[src/ptg_defs.svh]
// Register map, field layout, state codes and timing for the step generator
`ifndef PTG_DEFS_SVH
`define PTG_DEFS_SVH

// Register byte offsets
`define PTG_OFF_STATE 8'h00
`define PTG_OFF_CMD_LO 8'h04
`define PTG_OFF_CMD_HI 8'h08
`define PTG_OFF_STATUS 8'h0C
`define PTG_OFF_MODE 8'h10
`define PTG_OFF_SETUP 8'h14

// State word codes
`define PTG_STATE_RESET 32'h00000000
`define PTG_STATE_IDLE 32'h40000000
`define PTG_STATE_ACTIVE 32'h80000000

// Command word fields
`define PTG_CMD_NEW_BIT 28
`define PTG_DIR_MSB 27
`define PTG_DIR_LSB 24
`define PTG_ACC_MSB 23
`define PTG_ACC_LSB 22
`define PTG_CNT_MSB 19
`define PTG_WID_MSB 27
`define PTG_DIR_FWD 4'h1
`define PTG_DIR_REV 4'hF
`define PTG_ACC_DEC 2'h3
`define PTG_ACC_ACC 2'h2

// Width series constants
`define PTG_DEN_ACC_SEED 32'h00000005
`define PTG_DEN_DEC_OFS 32'h00000005
`define PTG_DEN_STEP 32'h00000004
`define PTG_MIN_WIDTH 28'h0000004

// Reset values
`define PTG_SETUP_RST 8'h01
`define PTG_MODE_RST 2'h0

// Loop resolution period
`define PTG_CLK_NS 10
`define PTG_LOOP_NS 1160
`define PTG_LOOP_CYC (`PTG_LOOP_NS / `PTG_CLK_NS)

`endif

[src/ptg_pkg.sv]
// Types shared by the step generator files
package ptg_pkg;
    typedef enum logic [1:0] {
        PTG_MODE_CNTDIR,
        PTG_MODE_CWCCW,
        PTG_MODE_QUAD,
        PTG_MODE_SPARE
    } ptg_mode_e;
    typedef enum logic [1:0] {
        ENG_IDLE,
        ENG_START,
        ENG_RUN,
        ENG_DIV
    } ptg_eng_e;
endpackage : ptg_pkg

[src/ptg_divider.sv]
// Iterative restoring divider for the pulse width update
`timescale 1ns/10ps
`default_nettype none
module ptg_divider (
    input wire logic pclk,
    input wire logic presetn,
    input wire logic start,
    input wire logic [31:0] numer,
    input wire logic [31:0] denom,
    output logic done,
    output logic [31:0] quot
);
    logic [32:0] rem_reg;
    logic [31:0] q_reg;
    logic [31:0] d_reg;
    logic [5:0] cnt_reg;
    logic busy_reg;
    logic [32:0] trial;

    // Shift in next bit, try a subtraction
    assign trial = {rem_reg[31:0], q_reg[31]} - {1'b0, d_reg};

    // One quotient bit per cycle; remainder restored on a negative trial
    always_ff @(posedge pclk or negedge presetn) begin
        if (!presetn) begin
            rem_reg <= 33'h000000000;
            q_reg <= 32'h00000000;
            d_reg <= 32'h00000000;
            cnt_reg <= 6'h00;
            busy_reg <= 1'b0;
            done <= 1'b0;
        end else begin
            done <= 1'b0;
            if (start) begin
                rem_reg <= 33'h000000000;
                q_reg <= numer;
                d_reg <= denom;
                cnt_reg <= 6'h20;
                busy_reg <= 1'b1;
            end else if (busy_reg) begin
                if (trial[32]) begin
                    rem_reg <= {rem_reg[31:0], q_reg[31]};
                    q_reg <= {q_reg[30:0], 1'b0};
                end else begin
                    rem_reg <= trial;
                    q_reg <= {q_reg[30:0], 1'b1};
                end
                cnt_reg <= cnt_reg - 6'h01;
                if (cnt_reg == 6'h01) begin
                    busy_reg <= 1'b0;
                    done <= 1'b1;
                end
            end
        end
    end

    assign quot = q_reg;
endmodule : ptg_divider
`default_nettype wire

[src/ptg_step_generator.sv]
// Pulse train step generator with APB register access
//
// Chosen here: the APB slave port and the address map.
`include "ptg_defs.svh"
`timescale 1ns/10ps
`default_nettype none
module ptg_step_generator
    import ptg_pkg::*;
(
    input wire logic pclk,
    input wire logic presetn,
    input wire logic psel,
    input wire logic penable,
    input wire logic pwrite,
    input wire logic [7:0] paddr,
    input wire logic [31:0] pwdata,
    output logic pready,
    output logic [31:0] prdata,
    output logic pslverr,
    output logic step_output_primary,
    output logic step_output_secondary
);
    localparam int unsigned LOOP_CYC = `PTG_LOOP_CYC;

    logic [31:0] state_word_reg;
    logic [31:0] command_word_low_reg;
    logic [31:0] command_word_high_reg;
    logic [1:0] mode_reg;
    logic [7:0] setup_reg;
    logic [7:0] pre_reg;
    logic [24:0] tb_reg;
    logic tick_reg;
    ptg_eng_e eng_reg;
    logic [27:0] width_reg;
    logic [19:0] count_reg;
    logic [3:0] dir_reg;
    logic [1:0] acc_reg;
    logic [31:0] denom_reg;
    logic [1:0] phase_reg;
    logic [24:0] ev_t_reg [4];
    logic [3:0] pend_reg;
    logic [3:0] hit;
    logic acc_en;
    logic wr_en;
    logic mapped;
    logic [31:0] rd_data;
    logic is_reset;
    logic is_idle;
    logic is_active;
    logic cmd_new;
    logic end_last;
    logic accept;
    logic go_idle;
    logic div_start;
    logic div_done;
    logic [31:0] div_quot;
    logic [27:0] delta;
    logic [27:0] half_width_shift;
    logic [24:0] end_event_time;
    logic [24:0] mid_event_time;
    logic [24:0] dir_time;
    logic fwd;
    logic rev;
    logic stepping;

    // Event slots: 0 secondary first, 1 primary one tick later, 2 mid, 3 end
    localparam int EV_DIR = 0;
    localparam int EV_CNT = 1;
    localparam int EV_MID = 2;
    localparam int EV_END = 3;

    // APB decode, access phase qualified by pready
    assign acc_en = psel & penable & pready;
    assign wr_en = acc_en & pwrite;
    assign mapped = (paddr == `PTG_OFF_STATE) | (paddr == `PTG_OFF_CMD_LO)
        | (paddr == `PTG_OFF_CMD_HI) | (paddr == `PTG_OFF_STATUS)
        | (paddr == `PTG_OFF_MODE) | (paddr == `PTG_OFF_SETUP);

    // State decode; unknown codes behave as reset
    assign is_idle = state_word_reg == `PTG_STATE_IDLE;
    assign is_active = state_word_reg == `PTG_STATE_ACTIVE;
    assign is_reset = ~is_idle & ~is_active;

    // Direction of the command being run
    assign fwd = dir_reg == `PTG_DIR_FWD;
    assign rev = dir_reg == `PTG_DIR_REV;
    assign stepping = fwd | rev;

    // Command pending and step completion
    assign cmd_new = command_word_high_reg[`PTG_CMD_NEW_BIT];
    assign end_last = (eng_reg == ENG_RUN) & hit[EV_END]
        & (count_reg <= 20'h00001);
    assign accept = cmd_new & ~is_reset
        & ((is_idle & (eng_reg == ENG_IDLE)) | end_last);
    assign go_idle = end_last & ~cmd_new;
    assign div_start = (eng_reg == ENG_RUN) & hit[EV_END]
        & (count_reg > 20'h00001)
        & ((acc_reg == `PTG_ACC_ACC) | (acc_reg == `PTG_ACC_DEC));

    // Event time arithmetic for a new step
    assign half_width_shift = width_reg >> 1;
    assign end_event_time = tb_reg + width_reg[24:0];
    assign mid_event_time = end_event_time
        - half_width_shift[24:0];
    assign dir_time = tb_reg + {17'h00000, setup_reg};

    // Rounded width change: (quotient + 1) / 2
    assign delta = 28'((div_quot + 32'h00000001) >> 1);

    // Event match against the time base
    genvar gi;
    generate
        for (gi = 0; gi < 4; gi++) begin : g_hit
            assign hit[gi] = tick_reg & pend_reg[gi]
                & (tb_reg == ev_t_reg[gi]);
        end
    endgenerate

    // Width division engine
    ptg_divider u_div (
        .pclk(pclk),
        .presetn(presetn),
        .start(div_start),
        .numer({2'b00, width_reg, 2'b00}),
        .denom(denom_reg),
        .done(div_done),
        .quot(div_quot)
    );

    // APB handshake and read data, answered one cycle after setup
    always_ff @(posedge pclk or negedge presetn) begin
        if (!presetn) begin
            pready <= 1'b0;
            pslverr <= 1'b0;
            prdata <= 32'h00000000;
        end else begin
            pready <= psel & ~penable;
            pslverr <= psel & ~penable & ~mapped;
            if (psel & ~penable & ~pwrite) begin
                prdata <= rd_data;
            end
        end
    end

    // Read mux
    always_comb begin
        rd_data = 32'h00000000;
        case (paddr)
            `PTG_OFF_STATE: rd_data = state_word_reg;
            `PTG_OFF_CMD_LO: rd_data = command_word_low_reg;
            `PTG_OFF_CMD_HI: rd_data = command_word_high_reg;
            `PTG_OFF_STATUS: rd_data = {count_reg, 6'h00, eng_reg,
                phase_reg, step_output_secondary, step_output_primary};
            `PTG_OFF_MODE: rd_data = {30'h00000000, mode_reg};
            `PTG_OFF_SETUP: rd_data = {24'h000000, setup_reg};
            default: rd_data = 32'h00000000;
        endcase
    end

    // State word: host writes, engine moves idle and active
    always_ff @(posedge pclk or negedge presetn) begin
        if (!presetn) begin
            state_word_reg <= `PTG_STATE_RESET;
        end else if (wr_en & (paddr == `PTG_OFF_STATE)) begin
            state_word_reg <= pwdata;
        end else if (accept) begin
            state_word_reg <= `PTG_STATE_ACTIVE;
        end else if (go_idle) begin
            state_word_reg <= `PTG_STATE_IDLE;
        end
    end

    // Command buffer; a host write wins over the clear
    always_ff @(posedge pclk or negedge presetn) begin
        if (!presetn) begin
            command_word_low_reg <= 32'h00000000;
            command_word_high_reg <= 32'h00000000;
        end else begin
            if (wr_en & (paddr == `PTG_OFF_CMD_LO)) begin
                command_word_low_reg <= pwdata;
            end
            if (wr_en & (paddr == `PTG_OFF_CMD_HI)) begin
                command_word_high_reg <= pwdata;
            end else if (accept) begin
                command_word_high_reg <= 32'h00000000;
            end
        end
    end

    // Mode and direction setup registers
    always_ff @(posedge pclk or negedge presetn) begin
        if (!presetn) begin
            mode_reg <= `PTG_MODE_RST;
            setup_reg <= `PTG_SETUP_RST;
        end else begin
            if (wr_en & (paddr == `PTG_OFF_MODE)) begin
                mode_reg <= pwdata[1:0];
            end
            if (wr_en & (paddr == `PTG_OFF_SETUP)) begin
                setup_reg <= pwdata[7:0];
            end
        end
    end

    // Free-running time base, one count per loop period
    always_ff @(posedge pclk or negedge presetn) begin
        if (!presetn) begin
            pre_reg <= 8'h00;
            tb_reg <= 25'h0000000;
            tick_reg <= 1'b0;
        end else begin
            tick_reg <= 1'b0;
            if (pre_reg == 8'(LOOP_CYC - 1)) begin
                pre_reg <= 8'h00;
                tb_reg <= tb_reg + 25'h0000001;
                tick_reg <= 1'b1;
            end else begin
                pre_reg <= pre_reg + 8'h01;
            end
        end
    end

    // Step sequencer: accept, schedule, run, compute next width
    always_ff @(posedge pclk or negedge presetn) begin
        if (!presetn) begin
            eng_reg <= ENG_IDLE;
            width_reg <= `PTG_MIN_WIDTH;
            count_reg <= 20'h00000;
            dir_reg <= 4'h0;
            acc_reg <= 2'h0;
            denom_reg <= `PTG_DEN_ACC_SEED;
            phase_reg <= 2'h0;
        end else if (is_reset) begin
            eng_reg <= ENG_IDLE;
            count_reg <= 20'h00000;
        end else if (accept) begin
            width_reg <= command_word_low_reg[`PTG_WID_MSB:0];
            count_reg <= command_word_high_reg[`PTG_CNT_MSB:0];
            dir_reg <= command_word_high_reg[`PTG_DIR_MSB:`PTG_DIR_LSB];
            acc_reg <= command_word_high_reg[`PTG_ACC_MSB:`PTG_ACC_LSB];
            if (command_word_high_reg[`PTG_ACC_MSB:`PTG_ACC_LSB]
                == `PTG_ACC_DEC) begin
                denom_reg <= {10'h000, command_word_high_reg[
                    `PTG_CNT_MSB:0], 2'b00} - `PTG_DEN_DEC_OFS;
            end else begin
                denom_reg <= `PTG_DEN_ACC_SEED;
            end
            eng_reg <= ENG_START;
        end else begin
            case (eng_reg)
                ENG_IDLE: eng_reg <= ENG_IDLE;
                ENG_START: begin
                    if (fwd) begin
                        phase_reg <= phase_reg + 2'h1;
                    end else if (rev) begin
                        phase_reg <= phase_reg - 2'h1;
                    end
                    eng_reg <= ENG_RUN;
                end
                ENG_RUN: begin
                    if (hit[EV_END]) begin
                        count_reg <= count_reg - 20'h00001;
                        if (go_idle) begin
                            eng_reg <= ENG_IDLE;
                        end else if (div_start) begin
                            eng_reg <= ENG_DIV;
                        end else begin
                            eng_reg <= ENG_START;
                        end
                    end
                end
                ENG_DIV: begin
                    if (div_done) begin
                        if (acc_reg == `PTG_ACC_DEC) begin
                            width_reg <= width_reg + delta;
                            denom_reg <= denom_reg - `PTG_DEN_STEP;
                        end else if (width_reg > delta + `PTG_MIN_WIDTH)
                        begin
                            width_reg <= width_reg - delta;
                            denom_reg <= denom_reg + `PTG_DEN_STEP;
                        end else begin
                            width_reg <= `PTG_MIN_WIDTH;
                            denom_reg <= denom_reg + `PTG_DEN_STEP;
                        end
                        eng_reg <= ENG_START;
                    end
                end
                default: eng_reg <= ENG_IDLE;
            endcase
        end
    end

    // Compare slots: cleared while not active, scheduled per step
    always_ff @(posedge pclk or negedge presetn) begin
        if (!presetn) begin
            for (int i = 0; i < 4; i++) begin
                ev_t_reg[i] <= 25'h0000000;
            end
            pend_reg <= 4'h0;
        end else if (~is_active) begin
            for (int i = 0; i < 4; i++) begin
                ev_t_reg[i] <= tb_reg + 25'h0000001;
            end
            pend_reg <= 4'h0;
        end else if (eng_reg == ENG_START) begin
            ev_t_reg[EV_DIR] <= dir_time;
            ev_t_reg[EV_CNT] <= dir_time + 25'h0000001;
            ev_t_reg[EV_MID] <= mid_event_time;
            ev_t_reg[EV_END] <= end_event_time;
            pend_reg <= 4'hF;
        end else begin
            pend_reg <= pend_reg & ~hit;
        end
    end

    // Output pins: per-mode actions on the direction, count and mid events
    always_ff @(posedge pclk or negedge presetn) begin
        if (!presetn) begin
            step_output_primary <= 1'b0;
            step_output_secondary <= 1'b0;
        end else if (is_reset) begin
            step_output_primary <= 1'b0;
            step_output_secondary <= 1'b0;
        end else if (is_active) begin
            case (ptg_mode_e'(mode_reg))
                PTG_MODE_CWCCW: begin
                    if (hit[EV_CNT]) begin
                        step_output_primary <= fwd;
                        step_output_secondary <= rev;
                    end else if (hit[EV_MID]) begin
                        step_output_primary <= 1'b0;
                        step_output_secondary <= 1'b0;
                    end
                end
                PTG_MODE_QUAD: begin
                    if (hit[EV_CNT] & stepping) begin
                        step_output_primary <= phase_reg[1];
                        step_output_secondary <=
                            phase_reg[1] ^ phase_reg[0];
                    end
                end
                default: begin
                    if (hit[EV_DIR] & stepping) begin
                        step_output_secondary <= fwd;
                    end
                    if (hit[EV_CNT]) begin
                        step_output_primary <= stepping;
                    end else if (hit[EV_MID]) begin
                        step_output_primary <= 1'b0;
                    end
                end
            endcase
        end
        // Idle keeps both pins; the end event never touches a pin
    end

endmodule : ptg_step_generator
`default_nettype wire
[config.mk]
export PLATFORM = sky130hd
export DESIGN_NAME = ptg_step_generator
export DESIGN_NICKNAME = d
export VERILOG_FILES = /design/src/ptg_pkg.sv /design/src/ptg_divider.sv /design/src/ptg_step_generator.sv
export VERILOG_INCLUDE_DIRS = /design/src /design/src/src
export SDC_FILE = /design/constraint.sdc
export NUM_CORES = 2
export LEC_CHECK = 0
export ABC_AREA = 1
export ABC_CLOCK_PERIOD_IN_PS = 9000
export BUFFER_PORTS_ARGS = -buffer_cell sky130_fd_sc_hd__buf_4
export CAP_MARGIN = 30
export CORE_MARGIN = 2
export CORE_UTILIZATION = 55
export DETAILED_ROUTE_END_ITERATION = 10
export PLACE_DENSITY = 0.71
export SKIP_CTS_REPAIR_TIMING = 1
export SLEW_MARGIN = 30
export SYNTH_ARGS = -nofsm -noshare
export SYNTH_HDL_FRONTEND = slang
export SYNTH_SLANG_ARGS = --single-unit
[constraint.sdc]
create_clock -name pclk -period 9 [get_ports pclk]
set_input_delay 0.9 -clock pclk [delete_from_list [all_inputs] [get_ports pclk]]
set_output_delay 0.9 -clock pclk [all_outputs]
set_load 0.005 [all_outputs]
==> results.md <==
- TritonRoute pass-1 iters: 9
- Buf/Inv on CP: 3
- CTS root buf: clkbuf_16
- Top delay family on crit path: simple AND/OR/NAND/NOR gates
- EDFF count, synth: 0
- Slowest cell on crit path: inv_1
- DRC viols: 0
- Area grow syn2layout: 8.68%
- I/O pin count: 81
- Max clock buf depth: 3
- Setup ws final: 3890 ps
- Effective utilization at floorplan: 55.8%
- Drt initial violations: 4,878
- Area of the core: 68,900 sq um
- Final hold violation count: 0
- Die W: 268 microns
- Vias in the first global route: 37,329
- Pin count of the biggest net entering global routing: 129
- Max incr delay on CP: 590 ps
- Post-route ant nets: 0
- CTS buffer count: 54
- H-tree depth: 2
- Post-Syn Instances: 5,810
- Reg-to-reg slack, setup: 3890 ps
- R2R cell count: 27
- Worst Hold Class: in -> async
- Yosys warns: 0
- Share of layout cells above drive strength 1: 6.06%
- Cell repeated most along the worst path: nand2_1
- Yosys top cell by area: dfrtp_1
- Placer congestion estimate: 1.10
- Syn avg cell area: 6.62 sq um
- Share of the synthesized area in the top cell type: 30.6%
- Fin crit share: 56.7%
- Routed len/inst: 21.9 microns
- Gr ovfl total: 0
- Antenna violations before repair: 3
- Die ar.: 72,000 sq um
- CP required: 9590 ps
- Clk pin slew, worst setup/hold paths: 70 ps
- Yosys cell types: 64
- Die H: 268 microns
- Via count: 40,388
- Most frequent cell after synthesis: nand2_1
- Max cap viols: 0
- Max Slew Vio Count: 0
- Reg-to-reg endpoint: width_reg[18]$_DFFE_PN0P_
- CP startpoint kind: flop
- Post-DP HPWL: 115 mm
- Max IR drop VDD: 0.000193 V
- Fin crit period: 5110 ps
- Rel. slew slack: 35.5%
- Layout Utilization: 60.6%
- RSZ-0062 raised after global routing: false
- Setup tns final: 0 ps
- Setup slack after placement: 3970 ps
- Arrival time worst endpoint: 5690 ps
- Worst reg2reg startpoint: u_div.quot[0]$_DFFE_PN0P_
- Slew @ Worst Pin: 966 ps
- Power Density: 149 nW/um^2
- #FFs+latches synth: 474
- Cell Area, Synth: 38,400 sq um
- Num Clock Sinks: 474
- Crit Path Max Fanout: 22
- Syn_nets: 6,070
- Outcome: finished clean
- CTS tree: built
- Max Clock Skew: 51.9 ps
- Final wirelength: 149 mm
- Final setup viols: 0
- FP Rows: 96
- Placed insts: 6,690
- Worst-Skew Late Latency: 670 ps
- Vias per cell: 5.94
- List of most frequent post-synthesis cells: nand2_1 (1,717), inv_1 (730), nor2_1 (604), dfrtp_1 (470), nand3_1 (413)
- Gr usage total: 41.1%
- Fmax: 196 MHz
- Largest register FFs: 100
- Non-filler cells in the finished layout: 6,796
- Final nets: 6,075
- Ys flop type: dfrtp_1
- Sequential fraction of the synthesis area: 30.9%
- Critical Path End Type: flop
- WS Path Type: reg -> reg
- Leak Pwr: 22.2 nW
- Post-synth ARST share: 100%
- Synth area leaders: dfrtp_1 (31%), nand2_1 (17%), inv_1 (7.1%)
- First-pass GRT wire length: 225 mm
- PortBufs: 80
==> kinds of logic after synthesis <==
| logic type | share of synthesized area [%] |
|---|---|
| simple gates | 33.5 |
| buf+inv | 9.58 |
| compound gates | 13.4 |
| flops | 30.9 |
| fa+ha+maj | 7.13 |
| xor+xnor | 4.75 |
| mux | 0.817 |
==> through the flow <==
| stage | hold slack [ps] | area (sq um) | power (W) |
|---|---|---|---|
| after floorplan | 433 | 38400 | 0.00327 |
| after CTS | 298 | 41800 | 0.00619 |
| after global placement | 449 | 39700 | 0.00365 |
| after detailed placement | 451 | 39700 | 0.00367 |
| final | 264 | 41800 | 0.00622 |
| after global routing | 353 | 41800 | 0.00645 |
==> placed cells by master (no fill, tap or decap), drive strengths merged, types with 96 or more instances in the layout <==
master	Yosys	layout
nand2	1730	1730
nand3	429	429
xor2	157	157
inv	752	758
buf	85	118
a21oi	304	304
ha	208	208
nor3	96	96
o21ai	326	326
nand4	115	115
dfrtp	470	470
nor2	622	622
o22ai	96	96
==> report_power, final <==
part / total, W / switching, W / internal (W)
clock network: 0.00254 / 0.00104 / 0.00150
registers: 0.00253 / 0.000179 / 0.00235
logic: 0.00115 / 0.000769 / 0.000385
total: 0.00622 / 0.00199 / 0.00423
==> per-layer routing <==
metal	wire, microns	global-route usage [%]	vias to the layer above	part of all wire, %
li1	-	-	18979	-
met1	62100	57.2	18829	42
met2	62000	60.5	2183	42
met3	17700	10.2	393	12
met4	7140	17.8	4	4.8
met5	23	0	-	0.015
==> worst max path at each step <==
stage	start	to	slack, ps	depth (start not counted)
6_report	u_div.quot[0]$_DFFE_PN0P_	width_reg[18]$_DFFE_PN0P_	3890	27
5_1_grt	u_div.quot[0]$_DFFE_PN0P_	width_reg[18]$_DFFE_PN0P_	3390	26
4_1_cts	u_div.quot[0]$_DFFE_PN0P_	width_reg[18]$_DFFE_PN0P_	3970	27
3_5_place_dp	u_div.quot[0]$_DFFE_PN0P_	width_reg[18]$_DFFE_PN0P_	3970	27
3_3_place_gp	u_div.quot[0]$_DFFE_PN0P_	width_reg[27]$_DFFE_PN0P_	4070	27
2_1_floorplan	u_div.quot[0]$_DFFE_PN0P_	width_reg[22]$_DFFE_PN0P_	5240	27
==> area by class of cell <==
class	instances	area, sq um
inverter	759	2850
tap	931	1160
timing repair buffer	118	926
fill	6853	27200
clock inverter	35	562
sequential	474	11900
multi-input combinational	4408	22900
antenna	4	10.0
clock buffer	67	1470
==> worst reg2reg max path: cells and delay by family, from the launching register on <==
kind          cells  cell delay (ps)
simple gates     21             2920
fa+ha+maj         2              570
buf+inv           3              860
xor+xnor          1              300
flops             1              420
(Power assumes the default switching activity.)
